`src/core/scc_pkg.sv`:
```
// Package for the system clock output control block: channel map,
// register offsets, reset values and the carrier types.
// Assumes a single 50 MHz bus clock and clock sources sampled on it.
package scc_pkg;

  // Bus clock, used only for documentation of the sampling rate
  localparam int          CLK_MHZ      = 50;

  // Gated output channels, one enable bit each
  localparam int          NCH          = 22;
  localparam int          CH_CPU0      = 0;
  localparam int          CH_PCI0      = 2;
  localparam int          CH_PCIF      = 8;
  localparam int          CH_REF0      = 9;
  localparam int          CH_FIXA      = 12;
  localparam int          CH_FIXB      = 13;
  localparam int          CH_MEM0      = 14;
  localparam int          CH_MEMA      = 20;
  localparam int          CH_MEMB      = 21;
  localparam int          NCPU         = 2;
  localparam int          NPCI         = 6;
  localparam int          NREF         = 3;
  localparam int          NMEM         = 6;

  // Register byte offsets within the slave window
  localparam logic [7:0]  OFF_ENABLE   = 8'h00;
  localparam logic [7:0]  OFF_FIXSEL   = 8'h04;
  localparam logic [7:0]  OFF_STATUS   = 8'h08;
  localparam int          ADDR_LSB_W   = 8;

  // Reset values: every output on, both fixed outputs at the fast rate
  localparam logic [21:0] ENABLE_RST   = 22'h3fffff;
  localparam logic [1:0]  FIXSEL_RST   = 2'h3;
  localparam int          FIXSEL_W     = 2;
  localparam int          FIXSEL_A     = 0;
  localparam int          FIXSEL_B     = 1;

  // Mode pin value that turns the shared pins into clock outputs
  localparam logic        MODE_MEMORY  = 1'b1;

  // AHB-Lite encodings
  localparam logic [1:0]  HTRANS_NONSEQ = 2'h2;
  localparam logic        HRESP_OKAY    = 1'b0;

  // Clock source levels coming from the oscillator and PLL stages
  typedef struct packed {
    logic cpu_66;   // Processor rate source, low speed
    logic cpu_100;  // Processor rate source, high speed
    logic pci;      // 33.3 MHz bus rate source
    logic fix_48;   // 48 MHz source
    logic fix_24;   // 24 MHz source
  } scc_src_s;

  // Status word, low bits of the status register
  typedef struct packed {
    logic vco_run;     // PLL stage running
    logic osc_run;     // Crystal oscillator running
    logic cpu_stop_n;  // Effective processor stop level
    logic pci_stop_n;  // Effective bus stop level
    logic speed;       // Processor speed select pin
    logic mode;        // Mode pin
  } scc_status_s;

  localparam int          STATUS_W     = 6;

endpackage

```
`src/core/scc_clk_gate.sv`:
```
// One glitch-free output gate: a clock source level in, a gated level out.
// Assumes the source level is synchronous to hclk and slower than hclk/2.
module scc_clk_gate (
  input  wire logic hclk,     // Bus clock
  input  wire logic hresetn,  // Async reset, active low
  input  wire logic src,      // Source clock level
  input  wire logic run,      // Request to pass the source
  output logic      clk_out   // Gated clock, registered
);

  logic run_r;

  // Run state changes only while the source is low, so no runt pulses
  always_ff @(posedge hclk or negedge hresetn) begin
    if (!hresetn) begin
      run_r <= 1'b0;
    end else if (!src) begin
      run_r <= run;
    end
  end

  // Output follows the source only under a settled run state
  always_ff @(posedge hclk or negedge hresetn) begin
    if (!hresetn) begin
      clk_out <= 1'b0;
    end else begin
      clk_out <= src & run_r;
    end
  end

endmodule

```
`src/core/scc_top.sv`:
```
// Output control of the system clock generator with an AHB-Lite register port.
// Assumes source clock levels arrive synchronous to hclk from the PLL stages,
// and a single AHB-Lite master with this slave as the only one on the bus.
//
// The placing of the registers and register access over AHB-Lite were left to the implementer.

module scc_top (
  input  wire logic                 hclk,                      // Bus clock, 50 MHz
  input  wire logic                 hresetn,                   // Async reset, active low
  input  wire logic                 hsel,                      // Slave select
  input  wire logic [31:0]          haddr,                     // Byte address
  input  wire logic [1:0]           htrans,                    // Transfer type
  input  wire logic                 hwrite,                    // Write when high
  input  wire logic [2:0]           hsize,                     // Transfer size
  input  wire logic [31:0]          hwdata,                    // Write data
  input  wire logic                 hready,                    // Bus ready in
  output logic                      hreadyout,                 // Slave ready out
  output logic [31:0]               hrdata,                    // Read data, registered
  output logic                      hresp,                     // Always OKAY
  input  wire logic                 cpu_speed_select,          // 1 fast, 0 slow rate
  input  wire logic                 power_down_n,              // Power-down, active low
  input  wire logic                 mode_select,               // Shared pin function
  input  wire logic                 crystal_input,             // Crystal clock level
  input  wire logic                 buf_in,                    // Memory buffer input
  input  wire scc_pkg::scc_src_s    pll_src,                   // PLL source levels
  input  wire logic                 memory_clock_extra_a_i,    // Shared pin A level
  output logic                      memory_clock_extra_a_o,    // Shared pin A drive
  output logic                      memory_clock_extra_a_oe,   // Shared pin A enable
  input  wire logic                 memory_clock_extra_b_i,    // Shared pin B level
  output logic                      memory_clock_extra_b_o,    // Shared pin B drive
  output logic                      memory_clock_extra_b_oe,   // Shared pin B enable
  output logic [1:0]                cpu_clock_out,             // Processor clocks
  output logic [5:0]                pci_clock_out,             // Stoppable bus clocks
  output logic                      pci_clock_free_running,    // Free bus clock
  output logic [2:0]                ref_clock_out,             // Reference clocks
  output logic                      fixed_clock_out_a,         // 48/24 MHz output A
  output logic                      fixed_clock_out_b,         // 48/24 MHz output B
  output logic [5:0]                memory_clock_out,          // Memory fanout clocks
  output logic                      feedback_out,              // PLL feedback copy
  output logic                      osc_enable,                // Oscillator run
  output logic                      vco_enable                 // PLL stage run
);

  // Register state
  logic [scc_pkg::NCH-1:0]      enable_r;
  logic [scc_pkg::FIXSEL_W-1:0] fixsel_r;
  logic                         wr_pend_r;
  logic [7:0]                   addr_r;
  logic [31:0]                  rdata_nxt;
  logic                         access;

  // Derived control
  logic                         pci_stop_n;
  logic                         cpu_stop_n;
  logic                         cpu_src;
  logic                         fix_a_src;
  logic                         fix_b_src;
  logic                         pwr_run_r;
  scc_pkg::scc_status_s         status;

  // Per-channel source and run vectors
  logic [scc_pkg::NCH-1:0]      src_vec;
  logic [scc_pkg::NCH-1:0]      run_vec;
  logic [scc_pkg::NCH-1:0]      out_vec;

  // Zero-wait slave: every transfer completes in its first data cycle
  assign hreadyout = 1'b1;
  assign hresp     = scc_pkg::HRESP_OKAY;
  assign access    = hsel & hready & (htrans == scc_pkg::HTRANS_NONSEQ);

  // Address phase capture for writes; hsize is not checked, words only
  always_ff @(posedge hclk or negedge hresetn) begin
    if (!hresetn) begin
      wr_pend_r <= 1'b0;
      addr_r    <= 8'h00;
    end else begin
      wr_pend_r <= access & hwrite;
      addr_r    <= haddr[scc_pkg::ADDR_LSB_W-1:0];
    end
  end

  // Output enable register, all on from reset
  always_ff @(posedge hclk or negedge hresetn) begin
    if (!hresetn) begin
      enable_r <= scc_pkg::ENABLE_RST;
    end else if (wr_pend_r && addr_r == scc_pkg::OFF_ENABLE) begin
      enable_r <= hwdata[scc_pkg::NCH-1:0];
    end
  end

  // Fixed output rate selects, 1 picks 48 MHz
  always_ff @(posedge hclk or negedge hresetn) begin
    if (!hresetn) begin
      fixsel_r <= scc_pkg::FIXSEL_RST;
    end else if (wr_pend_r && addr_r == scc_pkg::OFF_FIXSEL) begin
      fixsel_r <= hwdata[scc_pkg::FIXSEL_W-1:0];
    end
  end

  // Read mux; a write still in its data phase is forwarded so that a
  // read right behind it returns the new value
  always_comb begin
    rdata_nxt = 32'h0000_0000;
    case (haddr[scc_pkg::ADDR_LSB_W-1:0])
      scc_pkg::OFF_ENABLE: begin
        if (wr_pend_r && addr_r == scc_pkg::OFF_ENABLE) begin
          rdata_nxt[scc_pkg::NCH-1:0] = hwdata[scc_pkg::NCH-1:0];
        end else begin
          rdata_nxt[scc_pkg::NCH-1:0] = enable_r;
        end
      end
      scc_pkg::OFF_FIXSEL: begin
        if (wr_pend_r && addr_r == scc_pkg::OFF_FIXSEL) begin
          rdata_nxt[scc_pkg::FIXSEL_W-1:0] = hwdata[scc_pkg::FIXSEL_W-1:0];
        end else begin
          rdata_nxt[scc_pkg::FIXSEL_W-1:0] = fixsel_r;
        end
      end
      scc_pkg::OFF_STATUS: begin
        rdata_nxt[scc_pkg::STATUS_W-1:0] = status;
      end
      default: begin
        rdata_nxt = 32'h0000_0000;
      end
    endcase
  end

  // Read data registered at the address phase, stands in the data phase
  always_ff @(posedge hclk or negedge hresetn) begin
    if (!hresetn) begin
      hrdata <= 32'h0000_0000;
    end else if (access && !hwrite) begin
      hrdata <= rdata_nxt;
    end
  end

  // Shared pins are stop inputs only in mode 0; otherwise stops are idle
  always_comb begin
    if (mode_select == scc_pkg::MODE_MEMORY) begin
      pci_stop_n = 1'b1;
      cpu_stop_n = 1'b1;
    end else begin
      pci_stop_n = memory_clock_extra_a_i;
      cpu_stop_n = memory_clock_extra_b_i;
    end
  end

  // Shared pins drive only in mode 1
  assign memory_clock_extra_a_oe = (mode_select == scc_pkg::MODE_MEMORY);
  assign memory_clock_extra_b_oe = (mode_select == scc_pkg::MODE_MEMORY);
  assign memory_clock_extra_a_o  = out_vec[scc_pkg::CH_MEMA];
  assign memory_clock_extra_b_o  = out_vec[scc_pkg::CH_MEMB];

  // Power-down stops oscillator and PLL; registered so the pins are clean
  always_ff @(posedge hclk or negedge hresetn) begin
    if (!hresetn) begin
      pwr_run_r <= 1'b0;
    end else begin
      pwr_run_r <= power_down_n;
    end
  end

  assign osc_enable = pwr_run_r;
  assign vco_enable = pwr_run_r;

  // Source selection; a speed change mid-cycle is not glitch-guarded,
  // the pin is expected to stay put while the outputs run
  assign cpu_src   = cpu_speed_select ? pll_src.cpu_100 : pll_src.cpu_66;
  assign fix_a_src = fixsel_r[scc_pkg::FIXSEL_A] ? pll_src.fix_48 : pll_src.fix_24;
  assign fix_b_src = fixsel_r[scc_pkg::FIXSEL_B] ? pll_src.fix_48 : pll_src.fix_24;

  // Status view of the block's live controls
  always_comb begin
    status.vco_run    = pwr_run_r;
    status.osc_run    = pwr_run_r;
    status.cpu_stop_n = cpu_stop_n;
    status.pci_stop_n = pci_stop_n;
    status.speed      = cpu_speed_select;
    status.mode       = mode_select;
  end

  // Channel sources and run conditions, assigned group by group
  always_comb begin
    src_vec = '0;
    run_vec = '0;
    for (int i = 0; i < scc_pkg::NCPU; i++) begin
      src_vec[scc_pkg::CH_CPU0+i] = cpu_src;
      run_vec[scc_pkg::CH_CPU0+i] = cpu_stop_n;
    end
    for (int i = 0; i < scc_pkg::NPCI; i++) begin
      src_vec[scc_pkg::CH_PCI0+i] = pll_src.pci;
      run_vec[scc_pkg::CH_PCI0+i] = pci_stop_n;
    end
    src_vec[scc_pkg::CH_PCIF] = pll_src.pci;
    run_vec[scc_pkg::CH_PCIF] = 1'b1;
    for (int i = 0; i < scc_pkg::NREF; i++) begin
      src_vec[scc_pkg::CH_REF0+i] = crystal_input;
      run_vec[scc_pkg::CH_REF0+i] = 1'b1;
    end
    src_vec[scc_pkg::CH_FIXA] = fix_a_src;
    run_vec[scc_pkg::CH_FIXA] = 1'b1;
    src_vec[scc_pkg::CH_FIXB] = fix_b_src;
    run_vec[scc_pkg::CH_FIXB] = 1'b1;
    for (int i = 0; i < scc_pkg::NMEM; i++) begin
      src_vec[scc_pkg::CH_MEM0+i] = buf_in;
      run_vec[scc_pkg::CH_MEM0+i] = 1'b1;
    end
    src_vec[scc_pkg::CH_MEMA] = buf_in;
    run_vec[scc_pkg::CH_MEMA] = (mode_select == scc_pkg::MODE_MEMORY);
    src_vec[scc_pkg::CH_MEMB] = buf_in;
    run_vec[scc_pkg::CH_MEMB] = (mode_select == scc_pkg::MODE_MEMORY);
    // Enable bit and power state apply to every channel
    run_vec = run_vec & enable_r & {scc_pkg::NCH{power_down_n}};
  end

  // One glitch-free gate per output channel
  genvar g;
  generate
    for (g = 0; g < scc_pkg::NCH; g++) begin : g_gate
      scc_clk_gate u_gate (
        .hclk    (hclk),
        .hresetn (hresetn),
        .src     (src_vec[g]),
        .run     (run_vec[g]),
        .clk_out (out_vec[g])
      );
    end
  endgenerate

  // Output pins taken from the gate bank
  assign cpu_clock_out          = out_vec[scc_pkg::CH_CPU0 +: scc_pkg::NCPU];
  assign pci_clock_out          = out_vec[scc_pkg::CH_PCI0 +: scc_pkg::NPCI];
  assign pci_clock_free_running = out_vec[scc_pkg::CH_PCIF];
  assign ref_clock_out          = out_vec[scc_pkg::CH_REF0 +: scc_pkg::NREF];
  assign fixed_clock_out_a      = out_vec[scc_pkg::CH_FIXA];
  assign fixed_clock_out_b      = out_vec[scc_pkg::CH_FIXB];
  assign memory_clock_out       = out_vec[scc_pkg::CH_MEM0 +: scc_pkg::NMEM];

  // Feedback copies the selected processor source, halted in power-down
  always_ff @(posedge hclk or negedge hresetn) begin
    if (!hresetn) begin
      feedback_out <= 1'b0;
    end else begin
      feedback_out <= cpu_src & power_down_n;
    end
  end

endmodule

```
`config.mk`:
```
export PLATFORM = sky130hd
export DESIGN_NAME = scc_top
export DESIGN_NICKNAME = d
export VERILOG_FILES = /design/src/core/scc_pkg.sv /design/src/core/scc_clk_gate.sv /design/src/core/scc_top.sv
export SDC_FILE = /design/constraint.sdc
export NUM_CORES = 1
export LEC_CHECK = 0
export BUFFER_PORTS_ARGS = -buffer_cell sky130_fd_sc_hd__buf_2
export CELL_PAD_IN_SITES_DETAIL_PLACEMENT = 2
export CELL_PAD_IN_SITES_GLOBAL_PLACEMENT = 2
export CORE_UTILIZATION = 32
export DETAILED_ROUTE_END_ITERATION = 10
export PLACE_DENSITY_LB_ADDON = 0.15
export SLEW_MARGIN = 20
export SYNTH_ARGS = -nofsm -noshare
export SYNTH_HDL_FRONTEND = slang
export SYNTH_SLANG_ARGS = --single-unit
```
`constraint.sdc`:
```
create_clock -name hclk -period 3 [get_ports hclk]
set_input_delay 0.15 -clock hclk [delete_from_list [all_inputs] [get_ports hclk]]
set_output_delay 0.15 -clock hclk [all_outputs]
set_load 0.005 [all_outputs]
```
* Yosys cells after proc, flatten, opt, wreduce, memory -nomap -nowiden
Index checks and enable logic that the tools add are counted.
Word-level totals: register bits 101, output and inout port bits 61, input port bits 86, logic and storage cells 99
Operators by class: bitwise gates (word level) 28, reduce and logical (&&, ||, !) cells 6, mux-type cells 10, equality and inequality tests 4
Operators by type and width (count):
- $and A22 B22 Y22 | 2
- $and A1 B1 Y1 | 26
- $mux W22 | 1
- $eq A8 B3 Y1 const B | 2
- $logic_not A8 Y1 | 2
- $mux W16 | 1
- $eq A8 B4 Y1 const B | 1
- $pmux W4 S2 | 1
- $pmux W2 S3 | 1
- $mux W1 | 5
- $logic_and A1 B1 Y1 | 3
- $eq A2 B2 Y1 const B | 1
- $mux W2 | 1
- $logic_not A1 Y1 | 1

* Longest topological paths before layout
word-level depth 4, mapped depth 6, mapped depth without buffers 4

* Hierarchy
From an unflattened synthesis, not the netlist that was laid out.
Second synthesis, totals: cell total of the unflattened synthesis 298, area total of the unflattened synthesis 4232.8 um^2
By module, submodules not included:
- scc_top | area an instance 2636.3 um^2, seq. area each 1456.4 um^2, cells each 210, instances 1
- scc_clk_gate | area an instance 72.6 um^2, seq. area each 50.0 um^2, cells each 4, instances 22

* Least setup slack after synthesis
OpenSTA, ideal clock, no wires.
kind register -> register, from register addr_r[5], to register hrdata[12], data required time 2.879 ns, stages on the path, launching flop included 7, path slack 0.797 ns, data arrival time 2.082 ns, period minus slack after synthesis 2.203 ns, path buffers 2, setup time 0.121 ns, cells stage by stage dfrtp_1 or4_1 buf_4 nor3_4 buf_4 mux2_1 a22o_1
Between the ends: word-level cells in the longest chain between the ends 4
Ends and longest elaborated chain:
- start: declaration | RTL line scc_top.sv:48 | logic [7:0] addr_r;
- start signal: assignment | RTL line scc_top.sv:78 | addr_r <= haddr[scc_pkg::ADDR_LSB_W-1:0];
- $logic_not A8 Y1 | RTL line scc_top.sv:106 | if (wr_pend_r && addr_r == scc_pkg::OFF_ENABLE) begin
- $logic_and A1 B1 Y1 | RTL line scc_top.sv:106
- $mux W22 | RTL line scc_top.sv:106
- $mux W16 | RTL line scc_top.sv:104 | case (haddr[scc_pkg::ADDR_LSB_W-1:0])
- end signal: assignment | RTL line scc_top.sv:133 | hrdata <= rdata_nxt;
- end: declaration | RTL line scc_top.sv:18 | output logic [31:0] hrdata,
Every way passes these cells. A chain may end at the register's enable or synchronous reset.

* Worst setup path after layout
from input haddr[5], to register hrdata[21]
Between the ends: word-level cells in the longest chain between the ends 2
Ends and longest elaborated chain:
- start: declaration | RTL line scc_top.sv:11 | input wire logic [31:0] haddr,
- $logic_not A8 Y1 | RTL line scc_top.sv:104
- $mux W16 | RTL line scc_top.sv:104
Every way passes these cells.

==> results.yml <==
pwr:
  vdd_drop_max_v: 0.000332
  power_mw: 2.79
  p_clk_share_pct: 46.2
  sequentialPowerShare_pct: 49.4
  p_leak_nw: 2.65
  combPwrFrac_pct: 4.3
  swShare_pct: 21.1
  power_density_nw_per_um2: 570
  net-switching-power_uw: 587
  internal_power_mw: 2.20
logic_synthesis:
  synth_cells: 294
  syn_area_per_cell_um2: 13.7
  yosysWarnings: 0
  synth_edf_count: 0
  ys_seq_area_share_pct: 63.6
  ys_async_sr_fraction_pct: 100
  syn_area_um2: 4020
  yosys.cell_types.count: 42
  synth-seq-cells: 101
  synth_flop_cell: "dfrtp_1"
clock_tree:
  clockBufferDepth: 2
  cts_tree: "done"
  cts_inserted_buffers: 9
  h-tree-depth: 3
  path_clk_slew_ns: 0.07
  cts.sinks: 101
  clock_latency_ns: 0.35
  cts_root_buf: "clkbuf_16"
timing:
  finalMaxSlewViolations: 0
  fmax_mhz: 398
  finalSetupTns_ns: 0
  setup-violations-final: 0
  final_min_period_over_clock_period_pct: 83.8
  worstMarginPinSlew_ns: 0.649
  slew-limit-headroom_pct: 56.6
  grt_setup_unrepaired: "false"
  period_minus_slack_ns: 2.51
  hold_ws_ns: 0.0466
  hold_viol_final: 0
  clock_skew_ns: 0.0103
placed_design:
  port_buffers: 97
  dp_cells: 530
  dp_hpwl_um: 6430
  gp_congestion: 0.675
setup_path:
  arrival_ns: 2.79
  crit_path_max_fanout: 18
  worstSetupPathType: "primary input to flop"
  cp-start-kind: "primary input"
  cp.required_ns: 3.28
  endpoint_kind: "flop"
grt:
  grt_pass1_wl_um: 15000
  grt_max_degree: 45
  overflow: 0
  grt_pass1_vias: 2786
  grt_usage_pct: 15.7
  antenna_found_initial: 0
route:
  drc: 0
  viasPerCell: 4.56
  ant_nets: 0
  drtIter0Drc: 43
  vias: 2528
  dr.pass1.iters: 4
  finalWirelength_um: 9390
  post_drt_wl_per_cell_um: 16.9
die:
  pin_count: 147
  initial_utilization_pct: 33.2
  rows: 40
  core_area_um2: 12100
  dieArea_um2: 13000
  die_w_um: 114
  dieHeight_um: 114
final_layout:
  drive_gt1_share_pct: 42.5
  final_cell_mix: "buf_2 (96), dfrtp_1 (77), dfstp_2 (24)"
  final_cells: 554
  area_delta_synth_final_pct: 21.8
  final_common_cell: "buf_2"
  nets: 467
  num_antenna_cells: 0
outcome:
  status: "complete, no violations"
flow_run:
  cap_violations: 0
min_path:
  hp-class: "primary input to flop"
==> power by group through the flow <==
stage,combinational [mW],clock [mW],sequential [mW]
detailed placement,0.117,0,1.40
CTS,0.126,1.34,1.38
floorplan,0.0468,0,1.40
global route,0.138,1.39,1.38
global placement,0.115,0,1.40
finish,0.121,1.29,1.38
==> per-layer routing <==
layer	vias to the layer above	wire length [um]	GRT usage, %
met4	0	95	4.42
met2	72	4560	25.7
li1	1154	-	-
met5	-	0	0
met1	1295	4270	19.7
met3	7	464	5.19
==> metrics by stage <==
stage	area, um2	worst slack, ns	utilization [%]
6_report	4890	0.486	40.4
5_1_grt	4890	0.400	40.4
3_5_place_dp	4480	0.543	37.0
2_1_floorplan	4060	0.797	-
4_1_cts	4890	0.435	40.4
3_3_place_gp	4480	0.610	37.0
==> logic make-up (layout without fill, tap and decap cells) <==
family / Yosys count / in the layout / share of synthesized area [%]
AO/OA/AOI/OAI: 55 / 55 / 11.2
multiplexers: 25 / 25 / 6.97
buffers and inverters: 46 / 128 / 7.94
other: 2 / 12 / 0.187
AND/OR/NAND/NOR: 65 / 65 / 10.1
flip-flops: 101 / 101 / 63.6
==> worst max-delay path: stages <==
cell	delay, ns
dlygate4sd3_1	0.53
buf_2	0.13
or4_4	0.53
or4b_1	0.69
nor2_4	0.53
a22o_1	0.23
==> Yosys cell counts, drive strengths merged (3+ instances only) <==
cell	instances	area [um2]
nor3	5	36.3
buf	39	287
o31a	4	36.3
inv	3	11.3
mux2	24	270
nor2	7	33.8
nand2	8	30.0
a22o	16	140
a21o	19	143
or2	3	18.8
nor2b	7	43.8
clkbuf	3	11.3
dfrtp	77	1930
dfstp	24	631
a31o	3	26.3
or4	3	26.3
and2	20	125
==> worst paths after layout <==
path	startpoint	endpoint	slack, ns	depth (start not counted)
max	haddr[5]	hrdata[21]	0.49	6
min	power_down_n	osc_enable	0.05	1
max reg2reg	addr_r[5]	hrdata[6]	0.59	5
min reg2reg	hrdata[4]	hrdata[4]	0.47	2
max in group asynchronous	hresetn	enable_r[20]	1.76	3
min in group asynchronous	hresetn	g_gate[19].u_gate.clk_out	0.36	2
==> state kept, by name (all words and copies together) (netlist names) <==
register and cells:
enable_r 22, g_gate.u_gate.clk_out 22, hrdata 22, addr_r 8
osc_enable 1, feedback_out 1, g_gate.u_gate.run_r 22, fixsel_r 2
wr_pend_r 1
==> what timing repair did <==
action	CTS	global route
hold buffers	8	0
setup buffers	0	0
endpoints found under the hold margin	38	0
gates resized for setup	0	0
==> cell type report <==
class	instances	area, um2
repair buffers	109	598
clock buffers	12	256
flip-flops and latches	101	2560
well taps	168	210
clock inverters	4	77.6
multi-input cells	157	1180
inverters	3	11.3
fillers	1284	7220
Note: power is estimated with default switching activity, not from simulation.
